`src/pkg/sphc_defs.svh`:
```
`ifndef SPHC_DEFS_SVH
`define SPHC_DEFS_SVH
// Contract
// [RL1] Balanced control hysteresis puts half the band above, half below.
// [RL2] Alarm hysteresis lies wholly on the inactive side of the level.
// [RL3] Control setpoints never latch; only alarm setpoints may latch.
// [RL4] Alarms act at once unless delayed; release after hysteresis retreat.
// [RL5] First direction bit: 0 active above level, 1 active below.
// [RL6] First polarity bit: 0 transistor on while active, 1 off.
// [RL7] First source bit: 0 compares net value, 1 gross value.
// [RL8] Second direction bit: 0 active above level, 1 active below.
// [RL9] Second polarity bit: 0 transistor on while active, 1 off.
// [RL10] Second source bit: 0 compares net value, 1 gross value.
// [RL11] Control group disable: 0 enables both control setpoints, 1 disables.
// [RL12] Deadband style: 0 both sides of level, 1 one side only.
// [RL13] Comparisons use unfiltered or filtered measurements as configured.
// [RL14] Alarm action waits a configurable number of readings.
// [RL15] Four setpoint outputs, each with its own indicator.
// [RL16] Alarms run independent or ganged to a control setpoint, incl. band.
// [RL17] Active above, below, outside band and inside band detection.
// [RL18] Per-setpoint lock bit 1 refuses edits to that level.
// [RL19] A latched alarm holds until panel, external or serial reset.
// [RL20] Comparisons and state updates occur once per completed reading.

// ==========================================================================
// Field encodings
`define SPHC_DIR_ABOVE 1'b0
`define SPHC_DIR_BELOW 1'b1
`define SPHC_SRC_GROSS 1'b1
`define SPHC_STYLE_BALANCED 1'b0
`define SPHC_GROUP_DISABLED 1'b1
`define SPHC_LOCKED 1'b1

// ==========================================================================
// Widths and reset values
`define SPHC_LEVEL_W 24
`define SPHC_DELAY_W 8
`define SPHC_NUM_SP 4
`define SPHC_NUM_CTRL 2
`define SPHC_LEVEL_RST 24'h00_0000
`define SPHC_ACT_RST 1'b0

`endif

```
`src/pkg/sphc_pkg.sv`:
```
`include "sphc_defs.svh"
package sphc_pkg;
  // Placement of an alarm level relative to its control setpoint.
  typedef enum logic [1:0] {
    SPHC_GANG_INDEP,
    SPHC_GANG_ABOVE,
    SPHC_GANG_BELOW,
    SPHC_GANG_BAND
  } sphc_gang_type;
endpackage

```
`src/hdl/sphc_setpoint_comparator.sv`:
```
`timescale 1ns/1ps
`include "sphc_defs.svh"
module sphc_setpoint_comparator #(
  parameter int W = `SPHC_LEVEL_W,
  parameter int DW = `SPHC_DELAY_W
) (
  input wire logic sys_clk,
  input wire logic rst_n,
  input wire logic meas_valid,
  input wire logic use_filtered,
  input wire logic signed [W-1:0] net_raw,
  input wire logic signed [W-1:0] net_filt,
  input wire logic signed [W-1:0] gross_raw,
  input wire logic signed [W-1:0] gross_filt,
  input wire logic first_direction_bit,
  input wire logic first_output_polarity,
  input wire logic first_source_select,
  input wire logic second_direction_bit,
  input wire logic second_output_polarity,
  input wire logic second_source_select,
  input wire logic control_group_disable,
  input wire logic deadband_style_select,
  input wire logic [W-1:0] control_hysteresis,
  input wire logic alarm_a_direction_bit,
  input wire logic alarm_a_output_polarity,
  input wire logic alarm_a_source_select,
  input wire logic alarm_b_direction_bit,
  input wire logic alarm_b_output_polarity,
  input wire logic alarm_b_source_select,
  input wire logic alarm_group_disable,
  input wire logic ext_reset_enable,
  input wire sphc_pkg::sphc_gang_type alarm_a_gang,
  input wire sphc_pkg::sphc_gang_type alarm_b_gang,
  input wire logic alarm_a_latch,
  input wire logic alarm_b_latch,
  input wire logic [DW-1:0] alarm_a_delay,
  input wire logic [DW-1:0] alarm_b_delay,
  input wire logic [W-1:0] alarm_a_hysteresis,
  input wire logic [W-1:0] alarm_b_hysteresis,
  input wire logic panel_reset,
  input wire logic ext_reset_req,
  input wire logic serial_reset,
  input wire logic level_wr_en,
  input wire logic [1:0] level_wr_sel,
  input wire logic signed [W-1:0] level_wr_data,
  input wire logic first_level_lock,
  input wire logic second_level_lock,
  input wire logic third_level_lock,
  input wire logic fourth_level_lock,
  output logic [`SPHC_NUM_SP-1:0] sp_out_r,
  output logic [`SPHC_NUM_SP-1:0] led_r,
  output logic level_wr_refused_r
);
  import sphc_pkg::*;

  localparam int NSP = `SPHC_NUM_SP;
  localparam int NCT = `SPHC_NUM_CTRL;
  localparam int XW = W + 2;

  // ==========================================================================
  // Per-setpoint configuration gathered into arrays
  logic signed [W-1:0] level_r [NSP];
  logic act_r [NSP];
  logic [DW-1:0] dly_cnt_r [NSP];
  logic dir [NSP];
  logic pol [NSP];
  logic src [NSP];
  logic dis [NSP];
  logic latch [NSP];
  logic lock [NSP];
  logic [DW-1:0] dly [NSP];
  logic [W-1:0] hyst [NSP];
  sphc_gang_type gang [NSP];
  logic signed [W-1:0] base [NSP];
  logic on_cond [NSP];
  logic off_cond [NSP];
  logic act_nxt [NSP];
  logic signed [W-1:0] net_sel;
  logic signed [W-1:0] gross_sel;
  logic rst_evt;

  assign net_sel = use_filtered ? net_filt : net_raw; // see [RL13]
  assign gross_sel = use_filtered ? gross_filt : gross_raw; // see [RL13]
  // External reset counts only while it is enabled.
  assign rst_evt = panel_reset | serial_reset
                   | (ext_reset_enable & ext_reset_req); // see [RL19]

  always_comb begin
    dir[0] = first_direction_bit; // see [RL5]
    dir[1] = second_direction_bit; // see [RL8]
    dir[2] = alarm_a_direction_bit;
    dir[3] = alarm_b_direction_bit;
    pol[0] = first_output_polarity;
    pol[1] = second_output_polarity;
    pol[2] = alarm_a_output_polarity;
    pol[3] = alarm_b_output_polarity;
    src[0] = first_source_select; // see [RL7]
    src[1] = second_source_select; // see [RL10]
    src[2] = alarm_a_source_select;
    src[3] = alarm_b_source_select;
    dis[0] = control_group_disable == `SPHC_GROUP_DISABLED; // see [RL11]
    dis[1] = control_group_disable == `SPHC_GROUP_DISABLED; // see [RL11]
    dis[2] = alarm_group_disable == `SPHC_GROUP_DISABLED;
    dis[3] = alarm_group_disable == `SPHC_GROUP_DISABLED;
    latch[0] = 1'b0; // see [RL3]
    latch[1] = 1'b0; // see [RL3]
    latch[2] = alarm_a_latch;
    latch[3] = alarm_b_latch;
    dly[0] = '0;
    dly[1] = '0;
    dly[2] = alarm_a_delay;
    dly[3] = alarm_b_delay;
    hyst[0] = control_hysteresis;
    hyst[1] = control_hysteresis;
    hyst[2] = alarm_a_hysteresis;
    hyst[3] = alarm_b_hysteresis;
    gang[0] = SPHC_GANG_INDEP;
    gang[1] = SPHC_GANG_INDEP;
    gang[2] = alarm_a_gang;
    gang[3] = alarm_b_gang;
    base[0] = '0;
    base[1] = '0;
    base[2] = level_r[0];
    base[3] = level_r[1];
    lock[0] = first_level_lock;
    lock[1] = second_level_lock;
    lock[2] = third_level_lock;
    lock[3] = fourth_level_lock;
  end

  // ==========================================================================
  // Level edits
  always_ff @(posedge sys_clk or negedge rst_n) begin
    if (!rst_n) begin
      for (int k = 0; k < NSP; k++) begin
        level_r[k] <= `SPHC_LEVEL_RST;
      end
    end else if (level_wr_en && lock[level_wr_sel] != `SPHC_LOCKED) begin
      level_r[level_wr_sel] <= level_wr_data; // see [RL18]
    end
  end

  always_ff @(posedge sys_clk or negedge rst_n) begin
    if (!rst_n) begin
      level_wr_refused_r <= 1'b0;
    end else begin
      level_wr_refused_r <= level_wr_en
        && lock[level_wr_sel] == `SPHC_LOCKED; // see [RL18]
    end
  end

  // ==========================================================================
  // Threshold evaluation and state per setpoint
  // Sums run two bits wider than the levels so that guard bands never wrap.
  for (genvar i = 0; i < NSP; i++) begin : g_sp
    logic signed [XW-1:0] v;
    logic signed [XW-1:0] lv;
    logic signed [XW-1:0] amt;
    logic signed [XW-1:0] hy;
    logic signed [XW-1:0] half;
    logic bal;

    always_comb begin
      v = src[i] == `SPHC_SRC_GROSS ? XW'(gross_sel) : XW'(net_sel);
      amt = XW'(level_r[i]);
      hy = $signed({2'b00, hyst[i]});
      bal = (i < NCT) && deadband_style_select == `SPHC_STYLE_BALANCED;
      half = bal ? (hy >>> 1) : '0; // see [RL1] [RL12]
      unique case (gang[i]) // see [RL16]
        SPHC_GANG_ABOVE: lv = XW'(base[i]) + amt;
        SPHC_GANG_BELOW: lv = XW'(base[i]) - amt;
        SPHC_GANG_BAND: lv = XW'(base[i]);
        SPHC_GANG_INDEP: lv = amt;
      endcase
      if (gang[i] == SPHC_GANG_BAND) begin
        if (dir[i] == `SPHC_DIR_ABOVE) begin
          // Active outside the band, hysteresis inside it.
          on_cond[i] = v > lv + amt || v < lv - amt; // see [RL17]
          off_cond[i] = v <= lv + amt - hy && v >= lv - amt + hy; // see [RL2]
        end else begin
          on_cond[i] = v < lv + amt && v > lv - amt; // see [RL17]
          off_cond[i] = v > lv + amt + hy || v < lv - amt - hy; // see [RL2]
        end
      end else if (bal) begin
        if (dir[i] == `SPHC_DIR_ABOVE) begin
          on_cond[i] = v > lv + half; // see [RL1]
          off_cond[i] = v < lv - half; // see [RL1]
        end else begin
          on_cond[i] = v < lv - half; // see [RL1]
          off_cond[i] = v > lv + half; // see [RL1]
        end
      end else begin
        if (dir[i] == `SPHC_DIR_ABOVE) begin
          on_cond[i] = v > lv; // see [RL17]
          off_cond[i] = v < lv - hy; // see [RL2] [RL12]
        end else begin
          on_cond[i] = v < lv; // see [RL17]
          off_cond[i] = v > lv + hy; // see [RL2] [RL12]
        end
      end
    end

    // A set on a reading wins over a reset event arriving in the same cycle.
    always_comb begin
      act_nxt[i] = act_r[i];
      if (dis[i]) begin
        act_nxt[i] = 1'b0; // see [RL11]
      end else if (meas_valid && on_cond[i] && dly_cnt_r[i] >= dly[i]) begin
        act_nxt[i] = 1'b1; // see [RL4] [RL20]
      end else if ((meas_valid && off_cond[i] && !latch[i])
                   || (latch[i] && rst_evt)) begin
        act_nxt[i] = 1'b0; // see [RL4] [RL19]
      end
    end

    always_ff @(posedge sys_clk or negedge rst_n) begin
      if (!rst_n) begin
        act_r[i] <= `SPHC_ACT_RST;
      end else begin
        act_r[i] <= act_nxt[i];
      end
    end

    // Counts consecutive out-of-limit readings; saturates at the delay.
    always_ff @(posedge sys_clk or negedge rst_n) begin
      if (!rst_n) begin
        dly_cnt_r[i] <= '0;
      end else if (dis[i]) begin
        dly_cnt_r[i] <= '0;
      end else if (meas_valid) begin
        if (!on_cond[i]) begin
          dly_cnt_r[i] <= '0;
        end else if (dly_cnt_r[i] < dly[i]) begin
          dly_cnt_r[i] <= dly_cnt_r[i] + 1'b1; // see [RL14]
        end
      end
    end
  end

  // ==========================================================================
  // Output transistors and indicators
  always_ff @(posedge sys_clk or negedge rst_n) begin
    if (!rst_n) begin
      sp_out_r <= '0;
      led_r <= '0;
    end else begin
      for (int k = 0; k < NSP; k++) begin
        sp_out_r[k] <= act_nxt[k] ^ pol[k]; // see [RL6] [RL9] [RL15]
        led_r[k] <= act_nxt[k]; // see [RL15]
      end
    end
  end

  logic signed [XW-1:0] chk_v0;
  logic signed [XW-1:0] chk_l0;
  logic signed [XW-1:0] chk_h0;
  assign chk_v0 = first_source_select ? XW'(gross_sel) : XW'(net_sel);
  assign chk_l0 = XW'(level_r[0]);
  assign chk_h0 = $signed({2'b00, control_hysteresis}) >>> 1;
endmodule

```
`config.mk`:
```
export PLATFORM = sky130hd
export DESIGN_NAME = sphc_setpoint_comparator
export DESIGN_NICKNAME = d
export VERILOG_FILES = /design/src/pkg/sphc_pkg.sv /design/src/hdl/sphc_setpoint_comparator.sv
export VERILOG_INCLUDE_DIRS = /design/src /design/src/pkg
export SDC_FILE = /design/constraint.sdc
export NUM_CORES = 2
export LEC_CHECK = 0
export BUFFER_PORTS_ARGS = -buffer_cell sky130_fd_sc_hd__buf_4
export CORE_MARGIN = 4
export CORE_UTILIZATION = 30
export CTS_CLUSTER_DIAMETER = 30
export CTS_CLUSTER_SIZE = 30
export DETAILED_ROUTE_END_ITERATION = 16
export SYNTH_ARGS = -nofsm -noshare
export SYNTH_HDL_FRONTEND = slang
export SYNTH_SLANG_ARGS = --single-unit
export TNS_END_PERCENT = 30
```
`constraint.sdc`:
```
create_clock -name sys_clk -period 27.4 [get_ports sys_clk]
set_clock_uncertainty 0.2 [all_clocks]
set_input_delay 1.37 -clock sys_clk [delete_from_list [all_inputs] [get_ports sys_clk]]
set_output_delay 1.37 -clock sys_clk [all_outputs]
set_load 0.005 [all_outputs]
```
==> metrics.md <==
| Metric | Value |
|---|---|
| CP most frequent cell | ha_1 |
| Layout cell share with drive strength beyond 1 | 7.03% |
| Max clock buf depth | 2 |
| DR DRC count | 0 |
| Fin nets | roughly 8800 |
| Largest net degree at the start of global routing | 75 |
| Most common flop cell mapped by yosys | dfrtp_1 |
| Setup violations, final | 0 |
| CP Launch Type | input port |
| Worst reg2reg setup slack | 16.44 ns |
| Die width | 434 um |
| R2R cell count | 41 |
| Post-CTS setup repair buffer count | 0 |
| Hold depth | 1 |
| Port bufs | 252 |
| Post-Syn Area | between 50000 and 60000 um2 |
| WP data arrival | roughly 12 ns |
| Global-route wire length before repair | around 320 mm |
| Met3 usage | approximately 2.6% |
| Max Freq | 87.1 MHz |
| HP Start | dly_cnt_r[7] |
| Fin crit share | 41.9% |
| Final worst slack | 15.92 ns |
| Final Hold Fails | 0 |
| Global routing usage on met1 | 28.4% |
| FF+latch count, synth | 121 |
| Routed vias | 53763 |
| CTS Hold Bufs | 0 |
| Worst reg2reg path endpoint | sp_out_r[3] |
| Distinct cell type count after synthesis | 82 |
| Hold-critical path endpoint | dly_cnt_r[7] |
| Synth-to-layout area growth | 9.11% |
| Worst Hold Class | register to register |
| Worst Tran Pin Value | ~1.2 ns |
| Fraction of registers with async set/reset | 100% |
| CTS resizes | 0 |
| Crit path max-delay family | compound AO/OA/AOI/OAI gates |
| Total clock sinks | 121 |
| Max Cap Viol | 0 |
| Total global routing overflow | 0 |
| Initial antenna violation count | 32 |
| Worst Path Required | 27.60 ns |
| GRT met2 Usage | 37.2% |
| Clock Pin Slew Worst Setup and Hold Paths | approximately 0.07 ns |
| Post-synth EDFFs | 0 |
| Top Usage Layer GRT | met2 |
| Worst skew pair latency | 0.53 ns |
| Utilization after layout | 32.9% |
| Num CTS Buffers | 17 |
| Initial DRC Count | between 4000 and 5000 |
| RSZ-0062 raised after global routing | no |
| Warnings, synthesis | 0 |
| Slowest CP cell | a2111oi_0 |
| Final min period | 11.48 ns |
| CP endpoint kind | register |
| Largest stage delay, worst path | between 0.8 and 0.9 ns |
| Via/cell ratio | 5.63 |
| Initial Util | a little under a third |
| Vias in the first global route | 52045 |
| Final setup TNS | 0 ns |
| Cell Rows | roughly 160 |
| CTS Root Cell | clkbuf_16 |
| Core Box Area | 181000 um2 |
| H-tree level count | 4 |
| Max-slew violations | 0 |
| Crit path kind | input port to register |
| Rel. slew slack | 21.3% |
| Pre-antenna DRT Iters | 7 |
| Synthesized netlist cell count | slightly above 7000 |
| Placer's final routability congestion estimate | roughly 1 |
| Placement Setup Slack | approximately 16 ns |
| Routed Antenna Nets | 0 |
| GRT Util Overall | between 20 and 25% |
| Routed WL | 221 mm |
| Io pins | 253 |
| Hpwl dp | 192 mm |
| Drt wl/cell | 23.2 um |
| Die Height | about 430 um |
| Net Count, Synth | between 8000 and 9000 |
| Status | completed |
| Die footprint | 188000 um2 |
| Post-synthesis sequential area ratio | 5.56% |
| Syn_area_per_cell | 7.71 um2 |
| Crit path buffers/inverters | 6 |
| Crit-path max FO | 25 |
| TritonCTS clock tree | done |
| Reg-to-Reg Start | g_sp[3].amt[1] |
## metal layers
layer | wire, um | vias to the layer above | share of wire, %
met5 | 17 | - | 0.0077
met3 | 12400 | 421 | 5.6
li1 | - | 25843 | -
met1 | 94000 | 25623 | 42
met2 | 100000 | 1874 | 45
met4 | 15000 | 2 | 6.8
## cells by family (layout without fill, tap and decap cells)
logic type / after synthesis / in the layout / synth area share (%)
compound gates: 2081 / 2081 / 24.7
simple gates: 1802 / 1802 / 16.1
fa+ha+maj: 1394 / 1394 / 32.4
buf+inv: 889 / 989 / 6.16
xor+xnor: 638 / 638 / 10.3
mux: 135 / 135 / 4.77
flops: 121 / 121 / 5.56
other cells: 0 / 25 / 0
## worst max-delay path by stage
stage	startpoint	end	slack, ns	cells past startpoint
2_1_floorplan	alarm_b_gang[0]	sp_out_r[3]	17.08	46
3_3_place_gp	alarm_b_gang[0]	sp_out_r[3]	15.62	46
3_5_place_dp	alarm_b_gang[0]	sp_out_r[3]	15.56	46
4_1_cts	alarm_b_gang[0]	sp_out_r[3]	16.06	46
5_1_grt	alarm_b_gang[0]	sp_out_r[3]	15.16	47
6_report	alarm_b_gang[0]	sp_out_r[3]	15.92	43
## layout make-up
cell class | count | area [um2]
Clock buffer | 19 | 443
Sequential cell | 121 | 3030
Inverter | 670 | 2510
Clock inverter | 13 | 135
Fill cell | 19138 | 121000
Antenna cell | 25 | 62.6
Multi-Input combinational cell | 6050 | 48100
Tap cell | 2370 | 2970
Timing Repair Buffer | 287 | 2160
## stage by stage
step	cell area [um2]	instances	hold slack, ns
after floorplan	54500	7060	0.249
after global placement	58800	9498	0.279
after detailed placement	58800	9498	0.282
after CTS	59400	9530	0.294
after global routing	59400	9553	0.338
final	59400	9555	0.298
## cell usage after synthesis, types with 16 or more instances
master,count,area (um2)
mux4_2,97,2180
clkbuf_1,202,758
and3_1,36,225
nor2_1,599,2250
and4_1,16,140
o21bai_1,127,953
o211ai_1,48,360
a211o_1,19,166
inv_1,665,2500
nand2_1,331,1240
a21o_1,261,1960
xor2_1,140,1230
ha_1,1368,17100
nand3_1,83,415
or3_1,49,307
nand4_1,144,901
a31oi_1,58,363
xnor2_1,498,4360
nand2b_1,102,638
nor2b_1,125,782
a21boi_0,17,128
a211oi_1,67,503
o41ai_1,24,210
a21oi_1,628,3140
o21ai_0,394,1970
a2111oi_0,29,254
or2_2,26,163
o31ai_1,45,338
nor3_1,156,781
and2_1,26,163
nor3b_1,17,128
o21a_1,99,743
a221oi_1,37,324
a22oi_1,36,270
nor4_1,51,319
dfrtp_1,121,3030
fa_1,26,521
mux2_2,26,293
## state kept, by name, summed over array words and instances (netlist names)
register	count
act_r	1
level_wr_refused_r	1
dly_cnt_r	16
base	48
g_sp.amt	48
led_r	3
sp_out_r	4
## layout by cell type, fill, tap and decap left out, types with 19 or more instances in the layout
cell and count:
a211o_1 19, buf_4 285, a2111oi_0 29, and2_1 26, nor2b_1 125, a21o_1 261
a21oi_1 628, o31ai_1 45, or3_1 49, mux2_2 26, o21bai_1 127, o21a_1 99
fa_1 26, inv_1 665, nor4_1 51, nor3_1 155, nand2b_1 102, a211oi_1 67
o41ai_1 24, xnor2_1 498, ha_1 1366, dfrtp_1 121, o211ai_1 48, a22oi_1 36
and3_1 36, diode_2 25, nand2_1 331, a31oi_1 58, nand4_1 144, xor2_1 140
nand3_1 83, mux4_2 97, nor2_1 599, or2_2 26, a221oi_1 37, o21ai_0 394
Power is not shown: default switching activity piles up to over one toggle a cycle in this logic, so the estimate is an artifact.
